[config.mk]
export PLATFORM = sky130hd
export DESIGN_NAME = etimer
export DESIGN_NICKNAME = d
export VERILOG_FILES = /design/src/hdl/etimer_pkg.sv /design/src/hdl/etimer.sv
export VERILOG_INCLUDE_DIRS = /design/src /design/src/hdl
export SDC_FILE = /design/constraint.sdc
export NUM_CORES = 1
export LEC_CHECK = 0
export BUFFER_PORTS_ARGS = -buffer_cell sky130_fd_sc_hd__buf_2
export CORE_MARGIN = 5
export CORE_UTILIZATION = 35
export CTS_CLUSTER_SIZE = 30
export DETAILED_ROUTE_END_ITERATION = 10
export PLACE_DENSITY = 0.55
export SLEW_MARGIN = 20
export SYNTH_ARGS = -nofsm -noshare
export SYNTH_HDL_FRONTEND = slang
export SYNTH_SLANG_ARGS = --single-unit
export TNS_END_PERCENT = 30
[constraint.sdc]
create_clock -name CLK -period 6.1 [get_ports CLK]
set_clock_uncertainty 0.15 [all_clocks]
set_input_delay 0.305 -clock CLK [delete_from_list [all_inputs] [get_ports CLK]]
set_output_delay 0.305 -clock CLK [all_outputs]
set_load 0.01 [all_outputs]
[src/hdl/etimer_cfg.svh]
// offsets, field positions and timing constants of the elapsed timer
`ifndef ETIMER_CFG_SVH
`define ETIMER_CFG_SVH
`define CLK_HZ 25000000
`define TICK_CYC (`CLK_HZ / 1000)
`define DEBOUNCE_MS 50
`define DEBOUNCE_CYC (`DEBOUNCE_MS * `TICK_CYC)
`define RPT_DELAY_MS 10'd500
`define RPT_RATE_MS 10'd200
`define ALT_MS 10'd500
`define OFF_CTRL 8'h00
`define OFF_START 8'h04
`define OFF_STOP 8'h08
`define OFF_SECUR 8'h0c
`define OFF_TIMER 8'h10
`define OFF_STATUS 8'h14
`define OFF_CMD 8'h18
`define CTRL_RANGE 4:0
`define CTRL_MODE 7:5
`define CTRL_FILTER 8
`define CTRL_DIR 9
`define CTRL_STOPEN 10
`define CTRL_RUNIND 11
`define CTRL_PURESTORE 12
`define CTRL_PURESET 13
`define CTRL_SPSTOP 15:14
`define NUM_RANGES 5'd18
`define NUM_MODES 5'd7
`define LAST_SLOT 3'd5
`define LAST_ITEM 4'd9
`define LAST_DIGIT 3'd5
`define RST_RANGE 5'd0
`define RST_TIMER 24'h000000
`endif

[src/hdl/etimer_pkg.sv]
// types shared by the elapsed timer
package etimer_pkg;
  typedef enum logic [2:0] {
    level_run_mode, level_reset_mode, single_edge_mode, single_edge_reset_mode,
    dual_edge_mode, dual_edge_reset_mode, display_hold_mode
  } mode_t;
  typedef enum logic [1:0] {MENU_DISPLAY, MENU_PROMPT, MENU_EDIT} menu_t;
endpackage : etimer_pkg

[src/hdl/etimer.sv]
// elapsed timer with key programming menu and AHB-Lite register slave
`timescale 1ns/100ps
`include "etimer_cfg.svh"
module etimer #(
  parameter logic [14:0] TICK_CYCLES = 15'(`TICK_CYC),
  parameter logic [20:0] DEBOUNCE_CYCLES = 21'(`DEBOUNCE_CYC)
) (
  input wire logic CLK,
  input wire logic RST,
  input wire logic HSEL,
  input wire logic [31:0] HADDR,
  input wire logic [1:0] HTRANS,
  input wire logic HWRITE,
  input wire logic [2:0] HSIZE,
  input wire logic [31:0] HWDATA,
  input wire logic HREADY,
  output logic [31:0] HRDATA,
  output logic HREADYOUT,
  output logic HRESP,
  input wire logic KEY_PAR,
  input wire logic KEY_SEL,
  input wire logic KEY_RST,
  input wire logic IN_A,
  input wire logic IN_B,
  input wire logic HW_LOCK,
  input wire logic SETPOINT,
  input wire logic NV_RUN,
  output logic [1:0] MENU_STATE,
  output logic [2:0] MENU_SLOT,
  output logic [3:0] MENU_ITEM,
  output logic SHOW_VALUE,
  output logic [23:0] EDIT_VALUE,
  output logic [2:0] FLASH_POS,
  output logic [23:0] TIMER_VALUE,
  output logic RUN_DP,
  output logic RUNNING,
  output logic LOCK_CODE,
  output logic LOCK_HW,
  output logic NV_WRITE
);
  // ****************************************
  // parameters and their lookups
  // ****************************************
  logic [4:0] range_r;
  etimer_pkg::mode_t mode_r;
  logic filter_r, dir_r, stop_en_r, run_ind_r, pu_restore_r, pu_reset_r;
  logic [1:0] spstop_r;
  logic [23:0] start_r, stop_r;
  logic [9:0] secur_r;

  function automatic logic [21:0] res_ms(input logic [4:0] rg);
    case (rg)
      5'd1, 5'd11: res_ms = 22'd100;
      5'd2, 5'd12: res_ms = 22'd10;
      5'd3: res_ms = 22'd1;
      5'd4, 5'd13, 5'd17: res_ms = 22'd60000;
      5'd5, 5'd14: res_ms = 22'd6000;
      5'd6, 5'd15: res_ms = 22'd600;
      5'd7: res_ms = 22'd3600000;
      5'd8: res_ms = 22'd360000;
      5'd9: res_ms = 22'd36000;
      default: res_ms = 22'd1000;
    endcase
  endfunction : res_ms

  // in ranges 10 to 17, digits holding tens of seconds or minutes stop at 5
  function automatic logic [5:0] six_mask(input logic [4:0] rg);
    case (rg)
      5'd10, 5'd13, 5'd17: six_mask = 6'h02;
      5'd11, 5'd14: six_mask = 6'h04;
      5'd12, 5'd15: six_mask = 6'h08;
      5'd16: six_mask = 6'h0a;
      default: six_mask = 6'h00;
    endcase
  endfunction : six_mask

  function automatic logic [23:0] bcd_step(input logic [23:0] v, input logic dn,
                                           input logic [4:0] rg);
    logic [23:0] r;
    logic c;
    logic [3:0] d, mx;
    logic [5:0] sm;
    r = v;
    c = 1'b1;
    sm = six_mask(rg);
    for (int i = 0; i < 6; i++) begin
      d = v[4*i +: 4];
      mx = sm[i] ? 4'h5 : 4'h9;
      if (c && !dn) begin
        c = (d >= mx);
        r[4*i +: 4] = c ? 4'h0 : d + 4'h1;
      end else if (c) begin
        c = (d == 4'h0);
        r[4*i +: 4] = c ? mx : d - 4'h1;
      end
    end
    if (rg == 5'd17 && r[15:8] == 8'h99) r[15:8] = 8'h23;
    if (rg == 5'd17 && r[15:8] == 8'h24) begin
      r[15:8] = 8'h00;
      r[19:16] = (r[19:16] == 4'h9) ? 4'h0 : r[19:16] + 4'h1;
      if (r[19:16] == 4'h0) r[23:20] = (r[23:20] == 4'h9) ? 4'h0 : r[23:20] + 4'h1;
    end
    return r;
  endfunction : bcd_step

  // ****************************************
  // pin synchronisers, key edges, debounce
  // ****************************************
  logic [5:0] s1_r, s2_r;
  logic [2:0] kprev_r;
  logic [1:0] flt, fprev_r;
  logic [2:0] press;
  logic par_p, sel_p, rst_p, rst_evt, a, b, a_rise, b_rise;
  always_ff @(posedge CLK) begin
    s1_r <= {HW_LOCK, KEY_RST, KEY_SEL, KEY_PAR, IN_B, IN_A};
    s2_r <= s1_r;
  end
  always_ff @(posedge CLK) begin
    if (RST) begin
      kprev_r <= 3'h7;
      fprev_r <= 2'h0;
    end else begin
      kprev_r <= s2_r[4:2];
      fprev_r <= flt;
    end
  end
  assign press = s2_r[4:2] & ~kprev_r;
  assign par_p = press[0];
  assign sel_p = press[1];
  assign rst_p = press[2];
  for (genvar i = 0; i < 2; i++) begin : g_flt
    logic [20:0] cnt_r;
    logic lvl_r;
    always_ff @(posedge CLK) begin
      if (RST) begin
        cnt_r <= 21'h0;
        lvl_r <= 1'b0;
      end else if (!filter_r || s2_r[i] == lvl_r) begin
        cnt_r <= 21'h0;
        lvl_r <= s2_r[i];
      end else if (cnt_r == DEBOUNCE_CYCLES - 21'h1) begin
        cnt_r <= 21'h0;
        lvl_r <= s2_r[i];
      end else begin
        cnt_r <= cnt_r + 21'h1;
      end
    end
    assign flt[i] = lvl_r;
  end
  assign a = flt[0];
  assign b = flt[1];
  assign a_rise = a & ~fprev_r[0];
  assign b_rise = b & ~fprev_r[1];

  // ****************************************
  // millisecond tick, key repeat, alternation
  // ****************************************
  logic [14:0] pre_r;
  logic ms_tick, alt_r;
  logic [9:0] rpt_r, alt_ms_r;
  assign ms_tick = (pre_r == TICK_CYCLES - 15'h1);
  always_ff @(posedge CLK) begin
    if (RST) pre_r <= 15'h0;
    else pre_r <= ms_tick ? 15'h0 : pre_r + 15'h1;
  end
  // repeat paced in milliseconds so no long counter is needed
  always_ff @(posedge CLK) begin
    if (RST || !s2_r[4]) rpt_r <= 10'h0;
    else if (ms_tick) rpt_r <= (rpt_r == `RPT_DELAY_MS - 10'h1) ?
                               `RPT_DELAY_MS - `RPT_RATE_MS : rpt_r + 10'h1;
  end
  assign rst_evt = rst_p | (s2_r[4] & ms_tick & (rpt_r == `RPT_DELAY_MS - 10'h1));
  always_ff @(posedge CLK) begin
    if (RST) begin
      alt_ms_r <= 10'h0;
      alt_r <= 1'b0;
    end else if (ms_tick) begin
      alt_ms_r <= (alt_ms_r == `ALT_MS - 10'h1) ? 10'h0 : alt_ms_r + 10'h1;
      if (alt_ms_r == `ALT_MS - 10'h1) alt_r <= ~alt_r;
    end
  end

  // ****************************************
  // AHB-Lite slave, zero wait states
  // ****************************************
  logic wr_pend_r, bus_wr;
  logic [7:0] wa_r;
  logic [31:0] hrdata_r, rd_word;
  logic [23:0] timer_r, disp_r;
  logic run_r, stop_lat_r, timing, lock_code_r, lock_hw_r, nv_wr_r;
  etimer_pkg::menu_t state_r;
  always_ff @(posedge CLK) begin
    if (RST) begin
      wr_pend_r <= 1'b0;
      wa_r <= 8'h0;
      hrdata_r <= 32'h0;
    end else begin
      wr_pend_r <= HSEL & HTRANS[1] & HREADY & HWRITE;
      wa_r <= HADDR[7:0];
      if (HSEL & HTRANS[1] & HREADY & ~HWRITE) hrdata_r <= rd_word;
    end
  end
  always_comb begin
    case (HADDR[7:0])
      `OFF_CTRL: rd_word = {16'h0, spstop_r, pu_reset_r, pu_restore_r, run_ind_r,
                            stop_en_r, dir_r, filter_r, mode_r, range_r};
      `OFF_START: rd_word = {8'h0, start_r};
      `OFF_STOP: rd_word = {8'h0, stop_r};
      `OFF_SECUR: rd_word = {22'h0, secur_r};
      `OFF_TIMER: rd_word = {8'h0, timer_r};
      `OFF_STATUS: rd_word = {25'h0, state_r, lock_hw_r, lock_code_r, stop_lat_r,
                              timing, run_r};
      default: rd_word = 32'h0;
    endcase
  end
  assign bus_wr = wr_pend_r;
  assign HRDATA = hrdata_r;
  assign HREADYOUT = 1'b1;
  assign HRESP = 1'b0;

  // ****************************************
  // programming menu
  // ****************************************
  logic [2:0] mod_r, pos_r;
  logic [3:0] item_r, next_item;
  logic [23:0] edit_r;
  logic [4:0] nch;
  logic numeric, store, locked;
  function automatic logic [23:0] cur_val(input logic [3:0] it);
    case (it)
      4'd0: cur_val = {19'h0, range_r};
      4'd1: cur_val = {21'h0, mode_r};
      4'd2: cur_val = {23'h0, filter_r};
      4'd3: cur_val = {23'h0, dir_r};
      4'd4: cur_val = start_r;
      4'd5: cur_val = {23'h0, stop_en_r};
      4'd6: cur_val = stop_r;
      4'd7: cur_val = {23'h0, run_ind_r};
      4'd8: cur_val = {23'h0, pu_restore_r};
      default: cur_val = {23'h0, pu_reset_r};
    endcase
  endfunction : cur_val
  assign numeric = (item_r == 4'd4) || (item_r == 4'd6);
  assign nch = (item_r == 4'd0) ? `NUM_RANGES : (item_r == 4'd1) ? `NUM_MODES : 5'd2;
  assign locked = (secur_r != 10'h0) | s2_r[5];
  assign store = (state_r == etimer_pkg::MENU_EDIT) & par_p;
  // stop value is offered only when its enable was just set
  assign next_item = (item_r == 4'd5 && !edit_r[0]) ? 4'd7 : item_r + 4'd1;
  always_ff @(posedge CLK) begin
    if (RST) begin
      state_r <= etimer_pkg::MENU_DISPLAY;
      mod_r <= 3'h0;
      item_r <= 4'h0;
      pos_r <= 3'h0;
      edit_r <= 24'h0;
      lock_code_r <= 1'b0;
      lock_hw_r <= 1'b0;
      nv_wr_r <= 1'b0;
    end else begin
      nv_wr_r <= 1'b0;
      case (state_r)
        etimer_pkg::MENU_DISPLAY: begin
          if (par_p) begin
            lock_code_r <= (secur_r != 10'h0);
            lock_hw_r <= s2_r[5];
            mod_r <= 3'h0;
            if (!locked) state_r <= etimer_pkg::MENU_PROMPT;
          end
        end
        etimer_pkg::MENU_PROMPT: begin
          if (par_p && mod_r == 3'h0) begin
            state_r <= etimer_pkg::MENU_DISPLAY;
            nv_wr_r <= 1'b1;
          end else if (par_p && mod_r == 3'h1) begin
            state_r <= etimer_pkg::MENU_EDIT;
            item_r <= 4'h0;
            pos_r <= 3'h0;
            edit_r <= cur_val(4'h0);
          end else if (par_p) begin
            mod_r <= 3'h0;
          end else if (sel_p) begin
            mod_r <= (mod_r == `LAST_SLOT) ? 3'h0 : mod_r + 3'h1;
          end
        end
        etimer_pkg::MENU_EDIT: begin
          if (par_p && item_r == `LAST_ITEM) begin
            state_r <= etimer_pkg::MENU_PROMPT;
            mod_r <= 3'h0;
          end else if (par_p) begin
            item_r <= next_item;
            edit_r <= cur_val(next_item);
            pos_r <= 3'h0;
          end else if (sel_p && numeric) begin
            pos_r <= (pos_r == `LAST_DIGIT) ? 3'h0 : pos_r + 3'h1;
          end else if (sel_p) begin
            edit_r <= {19'h0, (edit_r[4:0] >= nch - 5'h1) ? 5'h0 : edit_r[4:0] + 5'h1};
          end else if (rst_evt && numeric) begin
            edit_r[{pos_r, 2'b00} +: 4] <= (edit_r[{pos_r, 2'b00} +: 4] >= 4'h9) ?
                                           4'h0 : edit_r[{pos_r, 2'b00} +: 4] + 4'h1;
          end else if (rst_evt) begin
            edit_r <= {19'h0, (edit_r[4:0] == 5'h0) ? nch - 5'h1 : edit_r[4:0] - 5'h1};
          end
        end
        default: state_r <= etimer_pkg::MENU_DISPLAY;
      endcase
    end
  end

  // ****************************************
  // parameter store: bus writes win over keys
  // ****************************************
  always_ff @(posedge CLK) begin
    if (RST) begin
      range_r <= `RST_RANGE;
      mode_r <= etimer_pkg::level_run_mode;
      {filter_r, dir_r, stop_en_r, run_ind_r, pu_restore_r, pu_reset_r} <= 6'h0;
      spstop_r <= 2'h0;
      start_r <= `RST_TIMER;
      stop_r <= `RST_TIMER;
      secur_r <= 10'h0;
    end else if (bus_wr) begin
      case (wa_r)
        `OFF_CTRL: begin
          range_r <= (HWDATA[`CTRL_RANGE] < `NUM_RANGES) ? HWDATA[`CTRL_RANGE] : range_r;
          mode_r <= etimer_pkg::mode_t'(HWDATA[`CTRL_MODE]);
          filter_r <= HWDATA[`CTRL_FILTER];
          dir_r <= HWDATA[`CTRL_DIR];
          stop_en_r <= HWDATA[`CTRL_STOPEN];
          run_ind_r <= HWDATA[`CTRL_RUNIND];
          pu_restore_r <= HWDATA[`CTRL_PURESTORE];
          pu_reset_r <= HWDATA[`CTRL_PURESET];
          spstop_r <= HWDATA[`CTRL_SPSTOP];
        end
        `OFF_START: start_r <= HWDATA[23:0];
        `OFF_STOP: stop_r <= HWDATA[23:0];
        `OFF_SECUR: secur_r <= HWDATA[9:0];
        default: ;
      endcase
    end else if (store) begin
      case (item_r)
        4'd0: range_r <= edit_r[4:0];
        4'd1: mode_r <= etimer_pkg::mode_t'(edit_r[2:0]);
        4'd2: filter_r <= edit_r[0];
        4'd3: dir_r <= edit_r[0];
        4'd4: start_r <= edit_r;
        4'd5: stop_en_r <= edit_r[0];
        4'd6: stop_r <= edit_r;
        4'd7: run_ind_r <= edit_r[0];
        4'd8: pu_restore_r <= edit_r[0];
        default: pu_reset_r <= edit_r[0];
      endcase
    end
  end

  // ****************************************
  // run/stop control and timing
  // ****************************************
  logic single, rvar, level, start_e, stop_e, tmr_rst, stop_set, sp_prev_r, pu_pend_r;
  logic [21:0] res_r;
  always_comb begin
    single = 1'b0;
    rvar = 1'b0;
    level = 1'b0;
    start_e = a_rise;
    stop_e = b_rise;
    case (mode_r)
      etimer_pkg::level_run_mode: {single, level, stop_e} = 3'b110;
      etimer_pkg::level_reset_mode: {single, level, rvar, stop_e} = 4'b1110;
      etimer_pkg::single_edge_mode, etimer_pkg::single_edge_reset_mode: begin
        single = 1'b1;
        rvar = (mode_r == etimer_pkg::single_edge_reset_mode);
        start_e = a_rise & ~run_r;
        stop_e = a_rise & run_r;
      end
      etimer_pkg::dual_edge_reset_mode: rvar = 1'b1;
      default: ;
    endcase
  end
  assign timing = run_r & ~stop_lat_r & ~(single & b);
  assign tmr_rst = (rst_p & (state_r == etimer_pkg::MENU_DISPLAY)) |
                   (bus_wr & (wa_r == `OFF_CMD) & HWDATA[0]) |
                   (rvar & start_e) | (pu_pend_r & pu_reset_r);
  assign stop_set = (stop_en_r & timing & (timer_r == stop_r)) |
                    (spstop_r == 2'h1 & SETPOINT & ~sp_prev_r) |
                    (spstop_r == 2'h2 & ~SETPOINT & sp_prev_r);
  always_ff @(posedge CLK) begin
    pu_pend_r <= RST;
    if (RST) run_r <= 1'b0;
    else if (level) run_r <= a;
    else if (pu_pend_r) run_r <= pu_restore_r & NV_RUN;
    else if (start_e) run_r <= 1'b1;
    else if (stop_e) run_r <= 1'b0;
  end
  always_ff @(posedge CLK) begin
    if (RST) begin
      stop_lat_r <= 1'b0;
      sp_prev_r <= 1'b0;
    end else begin
      sp_prev_r <= SETPOINT;
      if (stop_set) stop_lat_r <= 1'b1;
      else if (tmr_rst || start_e) stop_lat_r <= 1'b0;
    end
  end
  always_ff @(posedge CLK) begin
    if (RST) begin
      timer_r <= `RST_TIMER;
      res_r <= 22'h0;
    end else if (tmr_rst) begin
      timer_r <= start_r;
      res_r <= 22'h0;
    end else if (timing && ms_tick) begin
      res_r <= (res_r >= res_ms(range_r) - 22'h1) ? 22'h0 : res_r + 22'h1;
      if (res_r >= res_ms(range_r) - 22'h1) timer_r <= bcd_step(timer_r, dir_r, range_r);
    end
  end
  always_ff @(posedge CLK) begin
    if (RST) begin
      disp_r <= `RST_TIMER;
      RUN_DP <= 1'b0;
    end else begin
      // hold mode shows the value captured just before the edge
      if (mode_r != etimer_pkg::display_hold_mode || a_rise || b_rise) disp_r <= timer_r;
      RUN_DP <= run_ind_r & timing & alt_r;
    end
  end
  assign TIMER_VALUE = disp_r;
  assign RUNNING = run_r;
  assign MENU_STATE = state_r;
  assign MENU_SLOT = mod_r;
  assign MENU_ITEM = item_r;
  assign SHOW_VALUE = alt_r;
  assign EDIT_VALUE = edit_r;
  assign FLASH_POS = pos_r;
  assign LOCK_CODE = lock_code_r;
  assign LOCK_HW = lock_hw_r;
  assign NV_WRITE = nv_wr_r;
endmodule : etimer

==> results of run 1 <==
registers in the layout, summed over array words and instances, names as in the netlist, 6 cells and up, named ones only:
name and cells:
g_flt.cnt_r 42, EDIT_VALUE 24, HRDATA 24, TIMER_VALUE 24, start_r 24, stop_r 24
timer_r 24, res_r 22, pre_r 15, alt_ms_r 10, rpt_r 10, secur_r 10
wa_r 8, s1_r 6, s2_r 6
path summary, 6_finish.rpt:
| path | cells past startpoint | to |
|---|---|---|
| setup / recovery | 17 | timer_r[5]$_SDFFE_PP0P_ |
| hold / removal | 3 | start_r[19]$_SDFFE_PP0P_ |
| setup reg to reg | 17 | timer_r[5]$_SDFFE_PP0P_ |
| hold reg to reg | 0 | s2_r[4]$_DFF_P_ |
worst max-delay path, stage by stage (launching register included):
cell and delay, ps:
dfxtp_1 340, or4_1 560, or4_1 480, nor4_1 380
nand3b_1 210, nor4_1 290, xnor2_1 120, ha_1 190
a21o_1 150, a21o_1 160, a221oi_1 390, nand2_1 90
nand2_1 70, a31o_1 620, a21oi_2 110, mux2_2 300
nand2b_1 140, a21oi_1 140
what timing repair did:
action                    in CTS  in global routing
hold buffers                  34                  0
setup buffers                  0                  0
hold endpoints to repair      38                  0
through the flow:
stage               power [W]  cells  setup slack, ps  hold slack [ps]  util [%]
floorplan             0.00286   2340             1870              160         -
global placement      0.00307   3045             1160              166      37.4
detailed placement    0.00308   3045             1130              163      37.4
CTS                   0.00537   3146             1110             12.6      40.3
global route          0.00554   3150              565             60.7      40.4
finish                0.00532   3150             1100             31.6      40.4
layout by cell type, fill, tap and decap left out, drive strengths merged, types with 12 or more instances in the layout:
| master | netlist | final |
|---|---|---|
| dfxtp | 339 | 339 |
| nor2 | 313 | 313 |
| nand2 | 261 | 261 |
| a21oi | 183 | 183 |
| buf | 35 | 151 |
| nand3 | 101 | 101 |
| o21ai | 95 | 95 |
| xor2 | 87 | 87 |
| ha | 83 | 83 |
| a211oi | 67 | 67 |
| inv | 62 | 63 |
| mux2i | 56 | 56 |
| clkbuf | 105 | 53 |
| xnor2 | 50 | 50 |
| a22oi | 48 | 48 |
| nand4 | 35 | 35 |
| nor3 | 35 | 35 |
| dlygate4sd3 | 0 | 34 |
| nor4 | 31 | 31 |
| nand2b | 27 | 27 |
| nor2b | 25 | 25 |
| a31oi | 23 | 23 |
| and3 | 21 | 21 |
| or3 | 16 | 16 |
| a21o | 16 | 16 |
| or2 | 14 | 14 |
| nor3b | 13 | 13 |
| mux4 | 12 | 12 |
| a222oi | 12 | 12 |
| and4 | 12 | 12 |
| o211ai | 12 | 12 |
cells by family after synthesis:
group,after synthesis
other,2
muxes,75
adders and majority gates,83
AOI/OAI and AO/OA,544
xor gates and xnor gates,137
and+or+nand+nor,950
DFF,339
buffers and inverters,202
power groups by stage:
stage | Clock (W) | Sequential [W] | Combinational [W]
finish | 0.00226 | 0.00235 | 0.000711
floorplan | 0 | 0.00235 | 0.000515
global placement | 0 | 0.00239 | 0.000673
global route | 0.00240 | 0.00235 | 0.000786
detailed placement | 0 | 0.00240 | 0.000680
CTS | 0.00233 | 0.00235 | 0.000700
metal layers:
| layer | track usage, % | part of all wire (%) | vias up |
|---|---|---|---|
| li1 | - | - | 8497 |
| met1 | 27.3 | 48 | 8187 |
| met2 | 28.8 | 43 | 605 |
| met3 | 3.17 | 6.6 | 101 |
| met4 | 6.53 | 3.3 | 2 |
| met5 | 0 | 0.017 | - |
layout make-up:
cell class                 count  area, sq um  share of cell area (%)
antenna                        2         5.00                  0.0231
multi-input combinational   1799        11400                    52.6
tap                          696          871                    4.02
sequential                   339         6790                    31.3
timing repair buffer         185         1160                    5.34
inverter                      62          233                    1.07
clock inverter                14          119                   0.548
clock buffer                  53         1100                    5.07
==> results.ini, run 1 <==
[placed_design]
buffer_ports.inserted = 135
gp_congestion = 0.920
placedInstanceArea_sq_um = 20100
dp_hpwl_mm = 43.3

[synth]
synth_xor_area_share_pct = 6.33
dominant_combinational_cell_family_by_area_after_synthesis = simple AND/OR/NAND/NOR gates
post_synth_most_frequent_cells = dfxtp_1 (339), nor2_1 (312), nand2_1 (260)
yosysWarningCount = 0
synth_cell_type_count = 103
synth_enable_flop_cells = 0
most_used_standard_cell_by_instance_count_after_synthesis = dfxtp_1
synth-adder-area-share_pct = 5.48
synth_compound_gate_area_share_pct = 18.8
yosys-top-cells-area = dfxtp_1 (36%), nor2_1 (6.2%), ha_1 (5.5%)
synth_flop_cell = dfxtp_1
synth_cells = 2332
synth.cell_area_sq_um = 19000
yosys_register_bits = 339
synthArstFlopShare_pct = 0
ys_seq_area_share_pct = 35.8
avgSynthCellArea_sq_um = 8.13
synthSimpleGateAreaFrac_pct = 24.4
netlist.area_leader.share_pct = 35.8
yosysTopAreaCell = dfxtp_1
synthMuxAreaShare_pct = 4.80

[grt]
antenna_found_initial = 5
first_global_vias = 16200
grt_pass1_wl_mm = 91.8
grt-ovfl-total = 0
grt_max_degree = 111
gr-usage-all-layers_pct = 19.0

[min_path]
worst_hold_startpoint = HWDATA[19]
tightest_hold_check_type = in -> reg

[timing]
least_margin_pin_slew_ps = 1070
post-route-min-period_ps = 5000
peak_freq_mhz = 200
setup_repair_after_global_routing_missed_its_margin = false
final_max_slew_viol_count = 0
timing.slew.headroom_pct = 28.9
report.final.setup_viol = 0
hold_viol = 0
fin_crit_sh_pct = 82.0
final.setup.tns_ps = 0

[setup_path]
timing.setup.critical_path_class = reg -> reg
setup.reg_to_reg.worst_slack_ps = 1100
arrival_ps = 5340
worst_setup_path_start_kind = register
cp_endpoint_kind = register
worst-path-max-fanout = 18
critical_path_required_ps = 6440

[floorplan]
initial_utilization_pct = 35.3
io-pin-count = 182
fp.coreArea_sq_um = 53700
floorplan.die_area_sq_um = 58900
rows = 85
fp.dieW_um = 243
die_h_um = 243

[final_layout]
syn_to_final_growth_pct = 14.4
fillers = 5386
layout-drive-gt1-share_pct = 12.0
layout.nets = 2591
finalInstanceArea_sq_um = 21700

[power]
share_seq_of_total_power_pct = 44.2
clock_power_share_pct = 42.5
switching_power_w = 0.00149
internal_power_w = 0.00383
power_leakage_nw = 7.93
power.switching_fraction_pct = 28.0
comb_power_share_pct = 13.4
vdd_drop_max_v = 0.000194
cellPowerDensity_nw_per_um2 = 246

[clock_network]
tritoncts_clock_tree = built
clock_tree_buffer_depth = 3
post_cts.resized_instances = 0
cts_inserted_buffers = 39
cts-root-buf = clkbuf_16
clk_sinks = 339
htreeDepth = 2
clock_insertion_delay_worst_skew_ps = 570
clock_pin_slew_on_the_worst_setup_and_hold_paths_ps = 60

[routing]
detailroute.via_count = 17400
drt-wirelength-per-cell_um = 18.6
drt-vias-per-instance = 5.52
post-route-drc-count = 0
postRouteWirelength_mm = 58.5
drt-initial-drc-count = 1502
firstDrtPassIters = 8
final_antenna_violating_net_count = 0

[status]
run_status = completed

[flow_run]
drv.max_cap_violation_count = 0

No activity file was read; power rests on OpenSTA's default activity.
==> run 2, diff against run 1 <==
Settings changed: ABC_AREA from default to 1, PLACE_DENSITY 0.55 to 0.57.
Clock period 6.1 ns to 4.1 ns, I/O delays scaled along.
==> results.ini, run 2 <==
[min_path]
tightest_hold_check_type = in -> reg
hold_path_end = RUNNING$_SDFFE_PP0P_
worst_hold_startpoint = NV_RUN
min_delay_path_depth = 5

[placed_design]
buffer_ports.inserted = 135
detailedPlace.worstSlack_ps = -53.2
dp_hpwl_mm = 50.4
gp_congestion = 0.952
placedInstanceArea_sq_um = 20800

[power]
power_leakage_nw = 9.25
cellPowerDensity_nw_per_um2 = 342
vdd_drop_max_v = 0.000247

[timing]
hold_viol = 0
post-route-min-period_ps = 4010
timing.slew.headroom_pct = 41.0
peak_freq_mhz = 249
final.setup.tns_ps = 0
least_margin_pin_slew_ps = 883
fin_crit_sh_pct = 97.9
final_max_slew_viol_count = 0
setup_repair_after_global_routing_missed_its_margin = true
final.setup.worst_slack_ps = 85.8
report.final.setup_viol = 0

[synth]
avgSynthCellArea_sq_um = 6.93
synth_cell_type_count = 69
synthArstFlopShare_pct = 0
netlist.area_leader.share_pct = 35.3
synth.cell_area_sq_um = 19200
yosys-top-cells-area = dfxtp_1 (35%), nand2_1 (9.9%), inv_1 (7.3%)
most_used_standard_cell_by_instance_count_after_synthesis = nand2_1
synth_enable_flop_cells = 0
synth_cells = 2772
yosysTopAreaCell = dfxtp_1
synth_flop_cell = dfxtp_1
ys_seq_area_share_pct = 35.3
yosys_register_bits = 339
yosysWarningCount = 0
post_synth_most_frequent_cells = nand2_1 (505), inv_1 (375), dfxtp_1 (339)

[setup_path]
r2r_end = timer_r[16]$_SDFFE_PP0P_
timing.setup.critical_path_class = reg -> reg
worst_setup_path_start_kind = register
critical_path_required_ps = 4440
rr_worst_depth = 25
arrival_ps = 4350
cp_endpoint_kind = register
worst-path-max-fanout = 8
setup.reg_to_reg.worst_slack_ps = 90

[floorplan]
die_h_um = 244
fp.coreArea_sq_um = 54100
rows = 85
fp.dieW_um = 244
floorplan.die_area_sq_um = 59600
io-pin-count = 182
initial_utilization_pct = 35.5

[grt]
antenna_found_initial = 0
gr-usage-all-layers_pct = 20.8
first_global_vias = 18100
grt-ovfl-total = 0
grt_max_degree = 72
grt_pass1_wl_mm = 101

[final_layout]
syn_to_final_growth_pct = 18.6
layout_commonest_cell = nand2_1
registers.top_by_ff_count = g_flt.cnt_r
layout.cells.most_common_list = nand2_1 (497), inv_1 (370), dfxtp_1 (337), nor2_1 (262), a21oi_1 (235)
antenna-diode-count = 0
layout.nets = 3123
largest_register_ff_count = 42
finalInstanceArea_sq_um = 22800
layout-drive-gt1-share_pct = 12.4

[clock_network]
clock_tree_buffer_depth = 3
tritoncts_clock_tree = built
htreeDepth = 2
clock_pin_slew_on_the_worst_setup_and_hold_paths_ps = 60
clock_insertion_delay_worst_skew_ps = 560
clk_sinks = 339
cts_inserted_buffers = 39
cts-root-buf = clkbuf_16

[routing]
final_antenna_violating_net_count = 0
drt-wirelength-per-cell_um = 17.7
postRouteWirelength_mm = 65.1
detailroute.via_count = 19500
drt-initial-drc-count = 1669
post-route-drc-count = 0
drt-vias-per-instance = 5.29
firstDrtPassIters = 6

[status]
run_status = completed

[flow_run]
drv.max_cap_violation_count = 0

run 2: cell count changes after synthesis, sizes merged, moves of 37 or more:
cell	before	now
nand2	261	518
o22ai	5	74
mux2i	56	2
o21ai	95	223
xor2	87	47
nor3	35	96
nor2	313	276
inv	62	396
a21oi	183	242
a211oi	67	21
a22oi	48	4
run 2: cell families (layout without fill, tap and decap cells):
| group | after synthesis | after routing | share of synthesized area (%) |
|---|---|---|---|
| simple gates | 1105 | 1105 | 25.7 |
| mux | 2 | 2 | 0.104 |
| compound gates | 674 | 674 | 20.2 |
| other cells | 2 | 10 | 0.0391 |
| buf+inv | 501 | 709 | 10.2 |
| xor+xnor | 66 | 66 | 3.01 |
| fa+ha+maj | 83 | 83 | 5.41 |
| flops | 339 | 339 | 35.3 |
run 2: timing repair:
item	4_1_cts	5_1_grt
endpoints found under the setup margin	13	45
buffers inserted	0	6
hold buffers	41	0
hold endpoints to repair	94	0
resized for setup	2	46
pin swaps	0	19
run 2: where the power goes:
group          total (W)  leakage [nW]  switching [W]  internal, W
sequential       0.00338          2.74      0.0000433      0.00334
combinational   0.000646          5.84       0.000428     0.000218
clock            0.00376         0.668        0.00143      0.00233
total            0.00779          9.25        0.00190      0.00588
run 2: per-stage QoR:
step	power, W	utilization (%)	hold slack, ps	std cells
floorplan	0.00382	-	82.7	2780
global placement	0.00404	38.3	158	3565
detailed placement	0.00404	38.3	159	3565
CTS	0.00787	41.7	33.9	3677
global route	0.00809	42.1	69.1	3684
finish	0.00779	42.1	56.8	3684
run 2: routing by layer:
| metal | vias to the layer above | global-route usage (%) | wire [um] |
|---|---|---|---|
| li1 | 9650 | - | - |
| met1 | 9009 | 30.7 | 31300 |
| met2 | 720 | 31.6 | 27800 |
| met3 | 103 | 3.44 | 4550 |
| met4 | 0 | 5.49 | 1480 |
| met5 | - | 0 | 0 |
run 2: critical path, cell delays in order (launching register included):
cell      delay, ps
dfxtp_2         310
inv_2            70
ha_4            150
nand2_4          60
nor3_4          200
nand2_1         100
nor2_1          120
nand3b_1        120
nor3_2          180
or3b_4          410
o21ai_2         130
inv_1            50
ha_1            280
nand2_2          60
nor3_2          190
inv_1           100
nor3_4          180
nand4_1         110
nand4_1          90
a31o_2          160
nand2_2          80
nor2_2          120
buf_6           160
buf_6           120
nand3_2          60
a31oi_1         170
run 2: worst max path at each step:
stage	end	slack, ps	depth (start not counted)
5_1_grt	timer_r[15]$_SDFFE_PP0P_	-190	24
4_1_cts	timer_r[14]$_SDFFE_PP0P_	4	26
6_report	timer_r[16]$_SDFFE_PP0P_	90	25
3_3_place_gp	timer_r[10]$_SDFFE_PP0P_	20	26
2_1_floorplan	timer_r[4]$_SDFFE_PP0P_	-8	25
3_5_place_dp	timer_r[10]$_SDFFE_PP0P_	-50	26
run 2: layout make-up:
type | instances | area, sq um
fill | 5609 | 31400
clock inverter | 18 | 277
sequential | 339 | 6790
multi-input combinational | 1940 | 10600
clock buffer | 53 | 1100
tap | 696 | 871
inverter | 401 | 1510
timing repair buffer | 237 | 1590
==> run 3, diff against run 2 <==
Settings changed: PLACE_DENSITY 0.57 to default.
==> results.ini, run 3 (synthesis gave the netlist of run 2 again) <==
[floorplan]
floorplan.die_area_sq_um = 59600
rows = 85
fp.coreArea_sq_um = 54100
io-pin-count = 182
fp.dieW_um = 244
initial_utilization_pct = 35.5
die_h_um = 244

[power]
finalPower_w = 0.00779
cellPowerDensity_nw_per_um2 = 342
power_leakage_nw = 9.27
vdd_drop_max_v = 0.000348

[placed_design]
gp_congestion = 0.967
place_inst = 3559
dp_hpwl_mm = 47.8
buffer_ports.inserted = 135

[final_layout]
layout.cells.most_common_list = nand2_1 (500), inv_1 (370), dfxtp_1 (337), nor2_1 (264), a21oi_1 (233)
antenna-diode-count = 0
layout.nets = 3125
largest_register_ff_count = 42
finish.cell_count_without_fillers = 3686
syn_to_final_growth_pct = 18.7
layout_commonest_cell = nand2_1
registers.top_by_ff_count = g_flt.cnt_r
fillers = 5660
layout-drive-gt1-share_pct = 12.1

[routing]
drt-wirelength-per-cell_um = 17.1
drt-initial-drc-count = 1687
post-route-drc-count = 0
detailroute.via_count = 19300
firstDrtPassIters = 6
final_antenna_violating_net_count = 0
drt-vias-per-instance = 5.23
postRouteWirelength_mm = 62.9

[min_path]
tightest_hold_check_type = in -> reg

[timing]
least_margin_pin_slew_ps = 989
peak_freq_mhz = 252
post-route-min-period_ps = 3970
fin_crit_sh_pct = 96.7
report.final.setup_viol = 0
hold_viol = 0
timing.slew.headroom_pct = 34.0
setup_repair_after_global_routing_missed_its_margin = true
final_max_slew_viol_count = 0

[setup_path]
timing.setup.critical_path_class = reg -> reg
cp_endpoint_kind = register
r2r_end = timer_r[17]$_SDFFE_PP0P_
rr_worst_depth = 25
cp-endpoint = timer_r[17]$_SDFFE_PP0P_
worst_setup_path_start_kind = register
arrival_ps = 4220
worst-path-max-fanout = 7
critical_path_required_ps = 4360
setup.reg_to_reg.worst_slack_ps = 130

[grt]
groute.layer.met2.usage_pct = 30.8
first_global_vias = 17800
grt_max_degree = 103
grt-ovfl-total = 0
antenna_found_initial = 0
gr-usage-all-layers_pct = 20.3
grt_use_met3_pct = 4.05
grt_pass1_wl_mm = 98.8
grtUsageMet1_pct = 29.4
gr-max-usage-layer = met2

[clock_network]
clock_tree_buffer_depth = 3
htreeDepth = 2
cts-root-buf = clkbuf_16
clock_insertion_delay_worst_skew_ps = 570
clk_sinks = 339
clock_pin_slew_on_the_worst_setup_and_hold_paths_ps = 60
cts_inserted_buffers = 40
tritoncts_clock_tree = built

[flow_run]
drv.max_cap_violation_count = 0

[status]
run_status = completed

## run 3: critical path: stages, from the launching register on
cell and delay [ps]:
dfxtp_2 310, inv_2 70, ha_4 150, nand2_4 60, nor3_4 160, nand2_1 90
nor2_1 100, nand3b_1 120, nor3_2 200, or3b_4 410, o21ai_2 130, inv_1 50
ha_1 280, nand2_2 70, nor3_2 190, inv_1 100, nor3_4 180, nand4_1 110
nand4_1 90, a31o_2 150, nand2_2 70, nand2_2 80, buf_4 190, o22ai_1 80
a21oi_1 160, nor2_1 60
## run 3: layout make-up
| cell class | instances | area, sq um | share of cell area [%] |
|---|---|---|---|
| clock buffer | 61 | 1220 | 5.37 |
| sequential | 339 | 6790 | 29.8 |
| multi-input combinational | 1940 | 10600 | 46.6 |
| tap | 696 | 871 | 3.82 |
| inverter | 401 | 1510 | 6.63 |
| clock inverter | 11 | 169 | 0.741 |
| timing repair buffer | 238 | 1610 | 7.07 |
## run 3: stage by stage
stage | setup WS, ps | setup TNS, ps | instance area [sq um] | utilization [%] | hold slack (ps)
global route | -124 | -1790 | 22800 | 42.1 | 78.1
finish | 135 | 0 | 22800 | 42.1 | 27.9
CTS | 55.2 | 0 | 22600 | 41.8 | 8.11
floorplan | -8.39 | -33.6 | 19200 | - | 82.7
global placement | 39.7 | 0 | 20700 | 38.3 | 159
detailed placement | -99.8 | -507 | 20700 | 38.3 | 159
## run 3: worst min-delay path by stage
stage                                    to  slack (ps)  depth (start not counted)  startpoint
floorplan                 pu_pend_r$_DFF_P_          80                          0         RST
global placement            s1_r[1]$_DFF_P_         160                          1        IN_B
detailed placement          s1_r[5]$_DFF_P_         160                          1     HW_LOCK
CTS                 stop_r[23]$_SDFFE_PP0P_           8                          5  HWDATA[23]
global route           RUNNING$_SDFFE_PP0P_          80                          5      NV_RUN
finish              stop_r[23]$_SDFFE_PP0P_          30                          5  HWDATA[23]
## run 3: what timing repair did
| item | CTS | global route |
|---|---|---|
| gates resized for setup | 3 | 37 |
| pin swaps | 0 | 14 |
| endpoints found under the setup margin | 23 | 44 |
| buffers inserted | 0 | 5 |
| endpoints found under the hold margin | 77 | 0 |
| hold buffers | 49 | 0 |
## run 3: power breakdown
| group | switching, W | internal, W |
|---|---|---|
| registers | 0.0000504 | 0.00334 |
| logic | 0.000409 | 0.000214 |
| clock network | 0.00147 | 0.00231 |
| total | 0.00193 | 0.00586 |
## run 3: per-layer routing
layer | share of wire, % | wire [um]
met2 | 42 | 26700
met3 | 8.2 | 5150
met4 | 2.7 | 1670
met5 | 0 | 0
met1 | 47 | 29400
